$ cat src/include/flash_status_defs.vh
// Constants for the flash status / write-permit block: opcodes, bit places, reset values, timing.
// Assumes it is included by bare name from the rtl files.
`ifndef FLASH_STATUS_DEFS_VH
`define FLASH_STATUS_DEFS_VH

// Status byte bit positions
`define BIT_BUSY              0
`define BIT_WPERMIT           1
`define BIT_PLEVEL_LO         2
`define BIT_PLEVEL_HI         5
`define BIT_FOURLANE          6
`define BIT_SLOCK             7
`define STATUS_RESET          8'h00
`define PROT_RESET            6'h00

// Pin sampler reset image {holdRst_n, wp_n, si, cs_n, sck}
`define PIN_IDLE              5'h1A

// Timing of an internal write cycle
`define CLK_PERIOD_NS         10
`define OP_TIME_NS            10000
`define OP_CYCLES             ((`OP_TIME_NS + `CLK_PERIOD_NS - 1) / `CLK_PERIOD_NS)

// Opcodes handled directly by this block
`define CMD_READ_STATUS       8'h05
`define CMD_WRITE_STATUS      8'h01
`define CMD_WRITE_PERMIT      8'h06
`define CMD_WRITE_REVOKE      8'h04
`define CMD_VOL_STATUS_ARM    8'h50
`define CMD_READ_FUNC         8'h48
`define CMD_READ_EXT_PARAMS   8'h81
`define CMD_RESET_ARM         8'h66
`define CMD_RESET_GO          8'h99
`define CMD_SUSPEND           8'h75
`define CMD_RESUME            8'h7A

// Program and erase
`define CMD_PAGE_PROG         8'h02
`define CMD_PAGE_PROG_WIDE    8'h12
`define CMD_PAGE_PROG_4L_A    8'h32
`define CMD_PAGE_PROG_4L_B    8'h38
`define CMD_PAGE_PROG_4LW_A   8'h34
`define CMD_PAGE_PROG_4LW_B   8'h3E
`define CMD_SECT_ERASE_A      8'hD7
`define CMD_SECT_ERASE_B      8'h20
`define CMD_SECT_ERASE_WIDE   8'h21
`define CMD_BLK32_ERASE       8'h52
`define CMD_BLK32_ERASE_WIDE  8'h5C
`define CMD_BLK64_ERASE       8'hD8
`define CMD_BLK64_ERASE_WIDE  8'hDC
`define CMD_ARRAY_ERASE_A     8'hC7
`define CMD_ARRAY_ERASE_B     8'h60

// Persistent configuration writes (start a busy cycle)
`define CMD_FUNC_WRITE        8'h42
`define CMD_RDPAR_NV_WRITE    8'h65
`define CMD_XRDPAR_NV_WRITE   8'h85
`define CMD_INFO_ERASE        8'h64
`define CMD_INFO_PROG         8'h62
`define CMD_BOOT_WRITE        8'h15
`define CMD_BANK_NV_WRITE     8'h18
`define CMD_PPROT_WRITE_A     8'hFD
`define CMD_PPROT_WRITE_B     8'hE3
`define CMD_PPROT_ERASE       8'hE4
`define CMD_ASP_PROG          8'h2F
`define CMD_PPROT_LOCK        8'hA6
`define CMD_FREEZE            8'h91
`define CMD_GANG_LOCK         8'h7E
`define CMD_GANG_UNLOCK       8'h98
`define CMD_PASSWORD_PROG     8'hE8
`define CMD_LEARN_NV_PROG     8'h43
`define CMD_ECC_WRITE         8'hB5

// Volatile configuration writes (need the permit latch, no busy cycle)
`define CMD_RDPAR_V_WRITE     8'h63
`define CMD_XRDPAR_V_WRITE    8'h83
`define CMD_BANK_V_WRITE      8'hC5
`define CMD_DPROT_WRITE_A     8'hFB
`define CMD_DPROT_WRITE_B     8'hE1
`define CMD_LEARN_V_PROG      8'h4A

`endif

$ cat src/rtl/cmd_class.v
// Opcode classifier for the status / write-permit block.
// Assumes a registered opcode at its input; purely combinational.
`timescale 1ns/1ps
`include "flash_status_defs.vh"
module cmd_class (
    // Opcode in
    input  wire [7:0] opcode,
    // Class flags out
    output reg        needsPermit,
    output reg        startsCycle,
    output reg        okWhileBusy,
    output reg        isArrayErase
);
    always @*
    begin
        needsPermit  = 1'b0;
        startsCycle  = 1'b0;
        okWhileBusy  = 1'b0;
        isArrayErase = 1'b0;
        case (opcode)
            `CMD_PAGE_PROG, `CMD_PAGE_PROG_WIDE, `CMD_PAGE_PROG_4L_A, `CMD_PAGE_PROG_4L_B,
            `CMD_PAGE_PROG_4LW_A, `CMD_PAGE_PROG_4LW_B:
            begin
                needsPermit = 1'b1;
                startsCycle = 1'b1;
            end
            `CMD_SECT_ERASE_A, `CMD_SECT_ERASE_B, `CMD_SECT_ERASE_WIDE, `CMD_BLK32_ERASE,
            `CMD_BLK32_ERASE_WIDE, `CMD_BLK64_ERASE, `CMD_BLK64_ERASE_WIDE:
            begin
                needsPermit = 1'b1;
                startsCycle = 1'b1;
            end
            `CMD_ARRAY_ERASE_A, `CMD_ARRAY_ERASE_B:
            begin
                needsPermit  = 1'b1;
                startsCycle  = 1'b1;
                isArrayErase = 1'b1;
            end
            `CMD_FUNC_WRITE, `CMD_RDPAR_NV_WRITE, `CMD_XRDPAR_NV_WRITE, `CMD_INFO_ERASE,
            `CMD_INFO_PROG, `CMD_BOOT_WRITE, `CMD_BANK_NV_WRITE, `CMD_PPROT_WRITE_A,
            `CMD_PPROT_WRITE_B, `CMD_PPROT_ERASE, `CMD_ASP_PROG, `CMD_PPROT_LOCK, `CMD_FREEZE,
            `CMD_GANG_LOCK, `CMD_GANG_UNLOCK, `CMD_PASSWORD_PROG, `CMD_LEARN_NV_PROG,
            `CMD_ECC_WRITE:
            begin
                needsPermit = 1'b1;
                startsCycle = 1'b1;
            end
            `CMD_RDPAR_V_WRITE, `CMD_XRDPAR_V_WRITE, `CMD_BANK_V_WRITE, `CMD_DPROT_WRITE_A,
            `CMD_DPROT_WRITE_B, `CMD_LEARN_V_PROG:
                needsPermit = 1'b1;
            `CMD_READ_STATUS, `CMD_READ_FUNC, `CMD_READ_EXT_PARAMS, `CMD_RESET_ARM,
            `CMD_RESET_GO, `CMD_SUSPEND:
                okWhileBusy = 1'b1;
            default:
                needsPermit = 1'b0;
        endcase
    end
endmodule

$ cat src/rtl/flash_status_write_enable.v
// Status byte and write-permit latch of a serial flash, with a single-lane serial front end.
// Assumes pins arrive asynchronously; sck is far slower than clk (several clk per half period).
`timescale 1ns/1ps
`include "flash_status_defs.vh"
module flash_status_write_enable #(
    parameter [15:0] OP_CYCLES = `OP_CYCLES
)(
    // Clock and reset
    input  wire       clk,
    input  wire       arst_n,
    // Serial pins
    input  wire       sckPin,
    input  wire       csPin_n,
    input  wire       siPin,
    output wire       soPin,
    output wire       soOe_n,
    // Control pins
    input  wire       wpPin_n,
    input  wire       holdRstPin_n,
    // Status to the rest of the device
    output wire       fourLaneMode,
    output wire       busy,
    output wire       cmdStrobe,
    output wire [7:0] cmdCode
);
    // Pin sampling
    wire [4:0] pinsRaw;
    wire [4:0] pinsF;
    reg  [4:0] pinsPrev_q;

    assign pinsRaw = {holdRstPin_n, wpPin_n, siPin, csPin_n, sckPin};

    pin_sync3 #(
        .WIDTH (5),
        .INIT  (`PIN_IDLE)
    ) u_sync (
        .clk    (clk),
        .arst_n (arst_n),
        .din    (pinsRaw),
        .dout   (pinsF)
    );

    always @(posedge clk or negedge arst_n)
    begin
        if (!arst_n)
            pinsPrev_q <= `PIN_IDLE;
        else
            pinsPrev_q <= pinsF;
    end

    wire sckRise;
    wire sckFall;
    wire csLow;
    wire csFall;
    wire csRise;
    assign sckRise = pinsF[0] & ~pinsPrev_q[0];
    assign sckFall = ~pinsF[0] & pinsPrev_q[0];
    assign csLow   = ~pinsF[1];
    assign csFall  = ~pinsF[1] & pinsPrev_q[1];
    assign csRise  = pinsF[1] & ~pinsPrev_q[1];

    // Stored state
    reg  [5:0]  volProt_q;
    reg  [5:0]  nvProt_q;
    reg         permit_q;
    reg         busy_q;
    reg         susp_q;
    reg  [15:0] cycCnt_q;
    reg         volArm_q;
    reg         rstArm_q;
    reg         loadPend_q;
    reg         cmdStrobe_q;
    reg  [7:0]  cmdCode_q;

    // Volatile copy only is visible to reads
    wire [7:0] statusRead;
    assign statusRead = {volProt_q, permit_q, busy_q};

    // Control pins lose their function in four-lane mode
    wire quad;
    wire hwReset;
    wire statusLocked;
    assign quad         = volProt_q[`BIT_FOURLANE - 2];
    assign hwReset      = ~quad & ~pinsF[4];
    assign statusLocked = volProt_q[`BIT_SLOCK - 2] & ~quad & ~pinsF[3];

    // Serial frame capture
    reg  [4:0] bitCnt_q;
    reg  [7:0] shift_q;
    reg  [7:0] opcode_q;
    reg  [7:0] data_q;
    reg        haveOp_q;
    reg        haveData_q;
    wire [7:0] shiftNext;
    assign shiftNext = {shift_q[6:0], pinsF[2]};

    always @(posedge clk or negedge arst_n)
    begin
        if (!arst_n)
        begin
            bitCnt_q   <= 5'h00;
            shift_q    <= 8'h00;
            opcode_q   <= 8'h00;
            data_q     <= 8'h00;
            haveOp_q   <= 1'b0;
            haveData_q <= 1'b0;
        end
        else if (csFall)
        begin
            bitCnt_q   <= 5'h00;
            haveOp_q   <= 1'b0;
            haveData_q <= 1'b0;
        end
        else if (sckRise && csLow)
        begin
            shift_q <= shiftNext;
            if (bitCnt_q != 5'h1F)
                bitCnt_q <= bitCnt_q + 5'h01;
            if (bitCnt_q == 5'h07)
            begin
                opcode_q <= shiftNext;
                haveOp_q <= 1'b1;
            end
            if (bitCnt_q == 5'h0F)
            begin
                data_q     <= shiftNext;
                haveData_q <= 1'b1;
            end
        end
    end

    // Serial status output, snapshot per byte so a byte never tears mid-shift
    reg  [2:0] outIdx_q;
    reg  [7:0] snap_q;
    reg        soPin_q;
    reg        soOe_n_q;
    wire       readingStatus;
    assign readingStatus = haveOp_q && (opcode_q == `CMD_READ_STATUS);

    always @(posedge clk or negedge arst_n)
    begin
        if (!arst_n)
        begin
            outIdx_q <= 3'h0;
            snap_q   <= `STATUS_RESET;
            soPin_q  <= 1'b0;
            soOe_n_q <= 1'b1;
        end
        else if (!csLow)
        begin
            outIdx_q <= 3'h0;
            soOe_n_q <= 1'b1;
        end
        else if (sckFall && readingStatus)
        begin
            soOe_n_q <= 1'b0;
            outIdx_q <= outIdx_q + 3'h1;
            if (outIdx_q == 3'h0)
            begin
                snap_q  <= statusRead;
                soPin_q <= statusRead[7];
            end
            else
                soPin_q <= snap_q[3'h7 - outIdx_q];
        end
    end

    // Command classes
    wire needsPermit;
    wire startsCycle;
    wire okWhileBusy;
    wire isArrayErase;

    cmd_class u_class (
        .opcode       (opcode_q),
        .needsPermit  (needsPermit),
        .startsCycle  (startsCycle),
        .okWhileBusy  (okWhileBusy),
        .isArrayErase (isArrayErase)
    );

    wire frameEnd;
    wire accepted;
    wire isWriteStatus;
    wire protZero;
    wire permitOk;
    assign frameEnd      = csRise & haveOp_q;
    assign accepted      = frameEnd & (~busy_q | okWhileBusy);
    assign isWriteStatus = (opcode_q == `CMD_WRITE_STATUS);
    assign protZero      = (volProt_q[3:0] == 4'h0);
    // Array erase is refused while any protection level bit (status bits 2 to 5) is set
    assign permitOk      = permit_q & ~(isArrayErase & ~protZero);

    // Status, latch and busy cycle
    always @(posedge clk or negedge arst_n)
    begin
        if (!arst_n)
        begin
            volProt_q   <= `PROT_RESET;
            nvProt_q    <= `PROT_RESET;
            permit_q    <= 1'b0;
            busy_q      <= 1'b0;
            susp_q      <= 1'b0;
            cycCnt_q    <= 16'h0000;
            volArm_q    <= 1'b0;
            rstArm_q    <= 1'b0;
            loadPend_q  <= 1'b1;
            cmdStrobe_q <= 1'b0;
            cmdCode_q   <= 8'h00;
        end
        else
        begin
            cmdStrobe_q <= 1'b0;
            if (loadPend_q)
            begin
                volProt_q  <= nvProt_q;
                loadPend_q <= 1'b0;
            end
            else if (hwReset || (accepted && opcode_q == `CMD_RESET_GO && rstArm_q))
            begin
                // Reset aborts any cycle and reloads from the persistent copy
                volProt_q <= nvProt_q;
                permit_q  <= 1'b0;
                busy_q    <= 1'b0;
                susp_q    <= 1'b0;
                cycCnt_q  <= 16'h0000;
                volArm_q  <= 1'b0;
                rstArm_q  <= 1'b0;
            end
            else
            begin
                if (busy_q)
                begin
                    cycCnt_q <= cycCnt_q - 16'h0001;
                    if (cycCnt_q == 16'h0001)
                    begin
                        busy_q   <= 1'b0;
                        permit_q <= 1'b0;
                    end
                end
                if (accepted)
                begin
                    cmdCode_q <= opcode_q;
                    // Arm lasts for exactly the next command only
                    volArm_q  <= (opcode_q == `CMD_VOL_STATUS_ARM);
                    rstArm_q  <= (opcode_q == `CMD_RESET_ARM);
                    if (opcode_q == `CMD_WRITE_PERMIT)
                    begin
                        permit_q    <= 1'b1;
                        cmdStrobe_q <= 1'b1;
                    end
                    else if (opcode_q == `CMD_WRITE_REVOKE)
                    begin
                        permit_q    <= 1'b0;
                        cmdStrobe_q <= 1'b1;
                    end
                    else if (opcode_q == `CMD_SUSPEND)
                    begin
                        // A cycle in its last clock just ends; a resume would meet a wrapped count
                        if (busy_q && !susp_q && cycCnt_q != 16'h0001)
                        begin
                            busy_q      <= 1'b0;
                            susp_q      <= 1'b1;
                            cmdStrobe_q <= 1'b1;
                        end
                    end
                    else if (opcode_q == `CMD_RESUME)
                    begin
                        if (susp_q)
                        begin
                            busy_q      <= 1'b1;
                            susp_q      <= 1'b0;
                            cmdStrobe_q <= 1'b1;
                        end
                    end
                    else if (isWriteStatus)
                    begin
                        // Bits 1 and 0 of the data byte are dropped
                        if (haveData_q && !statusLocked)
                        begin
                            if (volArm_q)
                            begin
                                volProt_q   <= data_q[7:2];
                                cmdStrobe_q <= 1'b1;
                            end
                            else if (permit_q)
                            begin
                                volProt_q   <= data_q[7:2];
                                nvProt_q    <= data_q[7:2];
                                busy_q      <= 1'b1;
                                cycCnt_q    <= OP_CYCLES;
                                cmdStrobe_q <= 1'b1;
                            end
                        end
                    end
                    else if (needsPermit)
                    begin
                        if (permitOk && !susp_q)
                        begin
                            cmdStrobe_q <= 1'b1;
                            if (startsCycle)
                            begin
                                busy_q   <= 1'b1;
                                cycCnt_q <= OP_CYCLES;
                            end
                        end
                    end
                    else
                        cmdStrobe_q <= 1'b1;
                end
            end
        end
    end

    // Outputs
    assign soPin        = soPin_q;
    assign soOe_n       = soOe_n_q;
    assign fourLaneMode = volProt_q[`BIT_FOURLANE - 2];
    assign busy         = busy_q;
    assign cmdStrobe    = cmdStrobe_q;
    assign cmdCode      = cmdCode_q;
endmodule

$ cat src/rtl/pin_sync3.v
// Three-stage sampler for pins from outside the clk domain, one lane per bit.
// Assumes asynchronous pins; output changes only when stages two and three agree.
`timescale 1ns/1ps
module pin_sync3 #(
    parameter             WIDTH = 5,
    parameter [WIDTH-1:0] INIT  = {WIDTH{1'b0}}
)(
    // Clock and reset
    input  wire             clk,
    input  wire             arst_n,
    // Pins in, filtered levels out
    input  wire [WIDTH-1:0] din,
    output wire [WIDTH-1:0] dout
);
    genvar i;
    generate
        for (i = 0; i < WIDTH; i = i + 1)
        begin : lane
            reg s1_q;
            reg s2_q;
            reg s3_q;
            reg out_q;
            // Stage one feeds stage two only, to keep metastability contained
            always @(posedge clk or negedge arst_n)
            begin
                if (!arst_n)
                begin
                    s1_q  <= INIT[i];
                    s2_q  <= INIT[i];
                    s3_q  <= INIT[i];
                    out_q <= INIT[i];
                end
                else
                begin
                    s1_q <= din[i];
                    s2_q <= s1_q;
                    s3_q <= s2_q;
                    if (s2_q == s3_q)
                        out_q <= s3_q;
                end
            end
            assign dout[i] = out_q;
        end
    endgenerate
endmodule

$ cat config.mk
export PLATFORM = sky130hd
export DESIGN_NAME = flash_status_write_enable
export DESIGN_NICKNAME = d
export VERILOG_FILES = /design/src/rtl/cmd_class.v /design/src/rtl/flash_status_write_enable.v /design/src/rtl/pin_sync3.v
export VERILOG_INCLUDE_DIRS = /design/src /design/src/include
export SDC_FILE = /design/constraint.sdc
export NUM_CORES = 1
export LEC_CHECK = 0
export ABC_AREA = 1
export BUFFER_PORTS_ARGS = -buffer_cell sky130_fd_sc_hd__buf_4
export CORE_MARGIN = 2
export CORE_UTILIZATION = 30
export CTS_CLUSTER_DIAMETER = 30
export DETAILED_ROUTE_END_ITERATION = 12
export PLACE_DENSITY_LB_ADDON = 0.08
export SETUP_SLACK_MARGIN = 0.02
export SYNTH_ARGS = -nofsm -noshare
export SYNTH_HDL_FRONTEND = slang
export SYNTH_SLANG_ARGS = --single-unit
$ cat constraint.sdc
create_clock -name clk -period 2.4 [get_ports clk]
set_input_delay 0.36 -clock clk [delete_from_list [all_inputs] [get_ports clk]]
set_output_delay 0.36 -clock clk [all_outputs]
set_load 0.01 [all_outputs]
==> out/metrics.yaml, run 1 <==
syn-cell-area_um2: 5420
slew_viol_final: 0
crit_path_top_delay_cell: "dfrtp_1"
power.total_w: 0.00367
gp_congestion: 0.925
path_max_fanout: 16
area.growth.synth_to_final_pct: 15.9
dp_hpwl_um: 10100
place_inst: 949
synth_cell_types: 41
layout-drive-gt1-share: 0.150
numPortBuffers: 19
clk_pin_slew_ps: 70
period_needed_ps: 2170
grt_pass1_vias: 4283
cp_cell_sequence: "inv_2 -> nand2_2 -> nor2_2 -> nand2_1 -> nand2_2 -> nor3_4 -> nand2_2 -> nand3_1 -> nand2_2 -> nor2_4 -> buf_6 -> nand3_1 -> o21ai_0"
drv_cap: 0
final-hold-violation-count: 0
worstPathRequired_ps: 2670
worst_setup_path_start_kind: "flop"
ys.flop_type: "dfrtp_1"
fp.dieH_um: 138
clock_skew_ps: 7.37
clk_latency_ps: 360
synth_most_common_cell: "nand2_1"
end_kind: "flop"
n_fill_cell: 1873
antenna_found_initial: 0
cts.sinks: 106
cp_slowest_stage_delay_ps: 440
vias: 4464
h-tree-depth: 3
overflow: 0
dpl_cell_area_um2: 5940
period_share: 0.905
drtIter0Drc: 317
ios: 20
status: "finished clean"
gr-usage-all-layers: 0.148
start_util: 0.304
setup_violations: 0
hp-class: "in2reg"
leakage_nw: 3.06
cts_max_path_buffers: 2
synth.area.top_cells: "dfrtp_1 (42%), nand2_1 (15%), dfstp_2 (7.3%)"
ys_seq_area_frac: 0.493
routed_wl_um: 13500
wl_met3_um: 490
p_per_area_nw_per_um2: 586
dr_wl_met2_um: 5880
drc: 0
synth_top_area_frac: 0.421
wl_met1_um: 6890
finish.instance_area_um2: 6270
antenna_left: 0
grt_pass1_wl_um: 22300
synth_edf_count: 0
avgSynthCellArea_um2: 7.83
fin_cells: 968
yosysTopAreaCell: "dfrtp_1"
crit_path_frequent_cell: "nand2_2"
drt_first_pass_iters: 5
yosys-top-cells-count: "nand2_1 (218), dfrtp_1 (91), nor2_1 (80)"
worst_ep_arrival_time_ps: 2440
tritoncts: "done"
numCtsBuffers: 9
synth_warnings: 0
rows: 49
core_um2: 17800
path_class: "reg2reg"
max_freq_mhz: 460
vias_per_cell: 4.61
die_w_um: 138
wire_per_inst_um: 14.0
synthArstFlopShare: 1.00
rsz0062_at_grt: "false"
n_antenna_cell: 0
ys_ff_latch: 106
grt_max_degree: 48
synth_nets: 706
root_buffer: "clkbuf_16"
nNetsFinal: 748
maxUsedRoutingLayer: "met4"
dieArea_um2: 19100
rrSetupSlack_ps: 230
syn_inst: 692
setup-tns-final_ps: 0
peakVddDrop_uv: 335
## sequential cells by signal (all words and copies together), names as in the netlist, 6 cells and up
| name | count |
|---|---|
| cmdCode | 8 |
| cycCnt_q | 16 |
| data_q | 6 |
| nvProt_q | 6 |
| opcode_q | 8 |
| shift_q | 7 |
| snap_q | 8 |
| volProt_q | 6 |
## placed cells by master, fill, tap and decap left out, drive strengths merged
cell         synthesis  final
nand2              228    228
dfrtp               91     91
nor2                88     88
inv                 80     81
o21ai               62     62
nand3               47     47
buf                  4     38
dfstp               15     15
nor3                13     13
clkbuf               4     12
xor2                11     11
a21oi               11     11
ha                   7      7
maj3                 5      5
nand4                5      5
nor4                 4      4
nand3b               3      3
o21a                 3      3
o22ai                2      2
xnor2                2      2
clkinvlp             0      2
and2                 1      1
or2                  1      1
a21boi               1      1
clkinv               1      1
and3                 1      1
o211ai               1      1
bufinv               0      1
dlygate4sd3          0      1
conb                 1      1
## kinds of logic (layout without fill, tap and decap cells)
family / Yosys count / after routing / synth area share
compound gates: 80 / 80 / 0.0816
xor+xnor: 13 / 13 / 0.0210
fa+ha+maj: 12 / 12 / 0.0254
buf+inv: 89 / 136 / 0.0647
flops: 106 / 106 / 0.493
other cells: 1 / 1 / 0.000692
simple gates: 391 / 391 / 0.313
## final timing paths
kind,from,depth (start not counted),endpoint
max in group asynchronous,arst_n,3,u_sync.lane[4].out_q$_DFFE_PN1N_
min in group asynchronous,arst_n,2,snap_q[0]$_DFFE_PN0P_
worst max register to register,opcode_q[1]$_DFFE_PN0P_,13,cycCnt_q[14]$_DFFE_PN0N_
worst max-delay path,opcode_q[1]$_DFFE_PN0P_,13,cycCnt_q[14]$_DFFE_PN0N_
worst min register to register,u_sync.lane[0].s1_q$_DFF_PN0_,0,u_sync.lane[0].s2_q$_DFF_PN0_
worst min-delay path,wpPin_n,1,u_sync.lane[3].s1_q$_DFF_PN1_
## timing repair
action                                  4_1_cts  5_1_grt
setup buffers                                 0        2
endpoints found under the setup margin        0       42
hold buffers                                  1        0
resized for setup                             0        6
endpoints found under the hold margin        24        0
## layout make-up
cell class                      instances  area (µm²)  share of cell area
Tap cell                              229         287              0.0457
Multi-Input combinational cell        497        2410               0.384
Timing Repair Buffer                   39         312              0.0497
Clock buffer                           12         236              0.0377
Clock inverter                          4        53.8             0.00858
Sequential cell                       106        2670               0.426
Inverter                               81         304              0.0485
## metrics by stage
step	setup slack [ps]	hold slack, ps	utilization
finish	227	104	0.352
global route	18.5	91.7	0.352
CTS	24.8	86.9	0.350
detailed placement	36.2	324	0.333
global placement	-14.1	329	0.333
floorplan	490	64.4	-
## critical path: cells and delay by family (launching register included)
family,cells,cell delay (ps)
and+or+nand+nor,10,1190
DFF,1,440
buffers and inverters,2,330
AOI/OAI and AO/OA,1,110
## power by group
part | switching [W] | internal, W | leakage (nW) | total (W)
clock network | 0.000691 | 0.000815 | 0.133 | 0.00151
logic | 0.000168 | 0.0000740 | 1.53 | 0.000242
registers | 0.0000474 | 0.00188 | 1.40 | 0.00193
## per-layer routing
layer | GRT usage | vias to the layer above
met5 | 0 | -
met4 | 0.0607 | 0
met3 | 0.0218 | 20
met2 | 0.220 | 100
met1 | 0.215 | 2076
li1 | - | 2268
Power figures use the tool's default switching activity.
==> inputs of run 2 (changes only) <==
--- a/config.mk
+++ b/config.mk
@@ -10,10 +10,12 @@
 export BUFFER_PORTS_ARGS = -buffer_cell sky130_fd_sc_hd__buf_4
 export CORE_MARGIN = 2
 export CORE_UTILIZATION = 30
+export CTS_BUF_LIST = sky130_fd_sc_hd__clkbuf_4 sky130_fd_sc_hd__clkbuf_8 sky130_fd_sc_hd__clkbuf_16
 export CTS_CLUSTER_DIAMETER = 30
 export DETAILED_ROUTE_END_ITERATION = 12
 export PLACE_DENSITY_LB_ADDON = 0.08
 export SETUP_SLACK_MARGIN = 0.02
+export SLEW_MARGIN = 10
 export SYNTH_ARGS = -nofsm -noshare
 export SYNTH_HDL_FRONTEND = slang
 export SYNTH_SLANG_ARGS = --single-unit
==> out/metrics.yaml, run 2 (synthesized netlist as in run 1, its figures left out) <==
crit_path_frequent_cell: "nand2_2"
rsz0062_at_grt: "false"
die_w_um: 138
finish.instance_area_um2: 6280
final_cell_mix: "nand2_1 (218), dfrtp_1 (90), nor2_1 (78)"
worstPathRequired_ps: 2650
path_class: "reg2reg"
leakage_nw: 3.07
vias_per_cell: 4.60
root_buffer: "clkbuf_16"
hp-class: "in2reg"
place_inst: 949
clock_skew_ps: 7.19
max_freq_mhz: 461
fp.dieH_um: 138
p_per_area_nw_per_um2: 590
ios: 20
nNetsFinal: 748
setup_violations: 0
rows: 49
overflow: 0
tritoncts: "done"
vias: 4448
routed_wl_um: 13600
grt_pass1_vias: 4283
r2r_cells: 13
n_antenna_cell: 0
period_share: 0.904
grt_max_degree: 48
antenna_left: 0
gp_congestion: 0.925
worst_ep_arrival_time_ps: 2420
path_max_fanout: 19
drv_cap: 0
critPathBufInv: 1
numPortBuffers: 19
end_kind: "flop"
antenna_found_initial: 0
area.growth.synth_to_final_pct: 16.1
cts.sinks: 106
largest_reg_flops: 16
dpl_cell_area_um2: 5940
final-hold-violation-count: 0
drt_first_pass_iters: 5
crit_path_top_delay_cell: "dfrtp_1"
period_needed_ps: 2170
cp_slowest_stage_delay_ps: 440
largest-register: "cycCnt_q"
fin_cells: 968
power.total_w: 0.00371
layout-drive-gt1-share: 0.154
gr-usage-all-layers: 0.148
holdWs_ps: 103
status: "finished clean"
whs_path_depth: 1
cts_max_path_buffers: 2
peakVddDrop_uv: 334
core_um2: 17800
dieArea_um2: 19100
path_depth: 13
numCtsBuffers: 9
setup-tns-final_ps: 0
h-tree-depth: 3
dp_hpwl_um: 10100
mostFrequentLayoutCell: "nand2_1"
slew_viol_final: 0
grt_pass1_wl_um: 22300
cp_cell_sequence: "inv_2 -> nand2_2 -> nor2_2 -> nand2_1 -> nand2_2 -> nor3_4 -> nand2_2 -> nand3_1 -> nand2_2 -> nor2_4 -> nand2_4 -> nand2_1 -> o21ai_2"
cpLargestDelayFamily: "simple AND/OR/NAND/NOR gates"
clk_latency_ps: 360
drtIter0Drc: 309
start_util: 0.304
worst_setup_path_start_kind: "flop"
wire_per_inst_um: 14.0
drc: 0
clk_pin_slew_ps: 70
==> run 2: final timing paths <==
kind	from	end	slack [ps]
worst max-delay path	opcode_q[1]$_DFFE_PN0P_	cmdCode[1]$_DFFE_PN0P_	230
worst min-delay path	wpPin_n	u_sync.lane[3].s1_q$_DFF_PN1_	100
worst max register to register	opcode_q[1]$_DFFE_PN0P_	cmdCode[1]$_DFFE_PN0P_	230
worst min register to register	u_sync.lane[0].s1_q$_DFF_PN0_	u_sync.lane[0].s2_q$_DFF_PN0_	360
max in group asynchronous	arst_n	u_sync.lane[4].out_q$_DFFE_PN1N_	1220
min in group asynchronous	arst_n	snap_q[0]$_DFFE_PN0P_	480
==> run 2: stage by stage <==
step                      setup WS [ps]   util
after detailed placement           36.2  0.333
after global routing               18.5  0.352
after global placement            -14.1  0.333
after CTS                          24.9  0.350
after floorplan                     490      -
final                               230  0.352
==> run 2: power by group <==
part / internal [W] / switching [W]
clock network: 0.000849 / 0.000693
registers: 0.00188 / 0.0000477
logic: 0.0000740 / 0.000168
==> run 2: worst register-to-register path, cell delays in order (launching register included) <==
cell	delay, ps
dfrtp_1	440
inv_2	120
nand2_2	160
nor2_2	100
nand2_1	90
nand2_2	60
nor3_4	180
nand2_2	110
nand3_1	110
nand2_2	70
nor2_4	220
nand2_4	200
nand2_1	130
o21ai_2	50
==> run 2: cell type report <==
cell class	count	area, µm²
clock buffers	12	248
clock inverters	4	53.8
fillers	1873	11600
inverters	81	304
multi-input cells	497	2410
flip-flops and latches	106	2670
well taps	229	287
repair buffers	39	312
==> run 2: repair_timing <==
item	CTS	global route
buffers inserted	0	2
endpoints found under the hold margin	24	0
gates resized for setup	0	6
hold buffers	1	0
endpoints found under the setup margin	0	42
==> run 2: routing by layer <==
metal	track usage	routed length (µm)	vias to the layer above
met5	0	0	-
li1	-	-	2267
met4	0.0607	274	0
met1	0.215	6880	2074
met3	0.0218	486	17
met2	0.220	5910	90
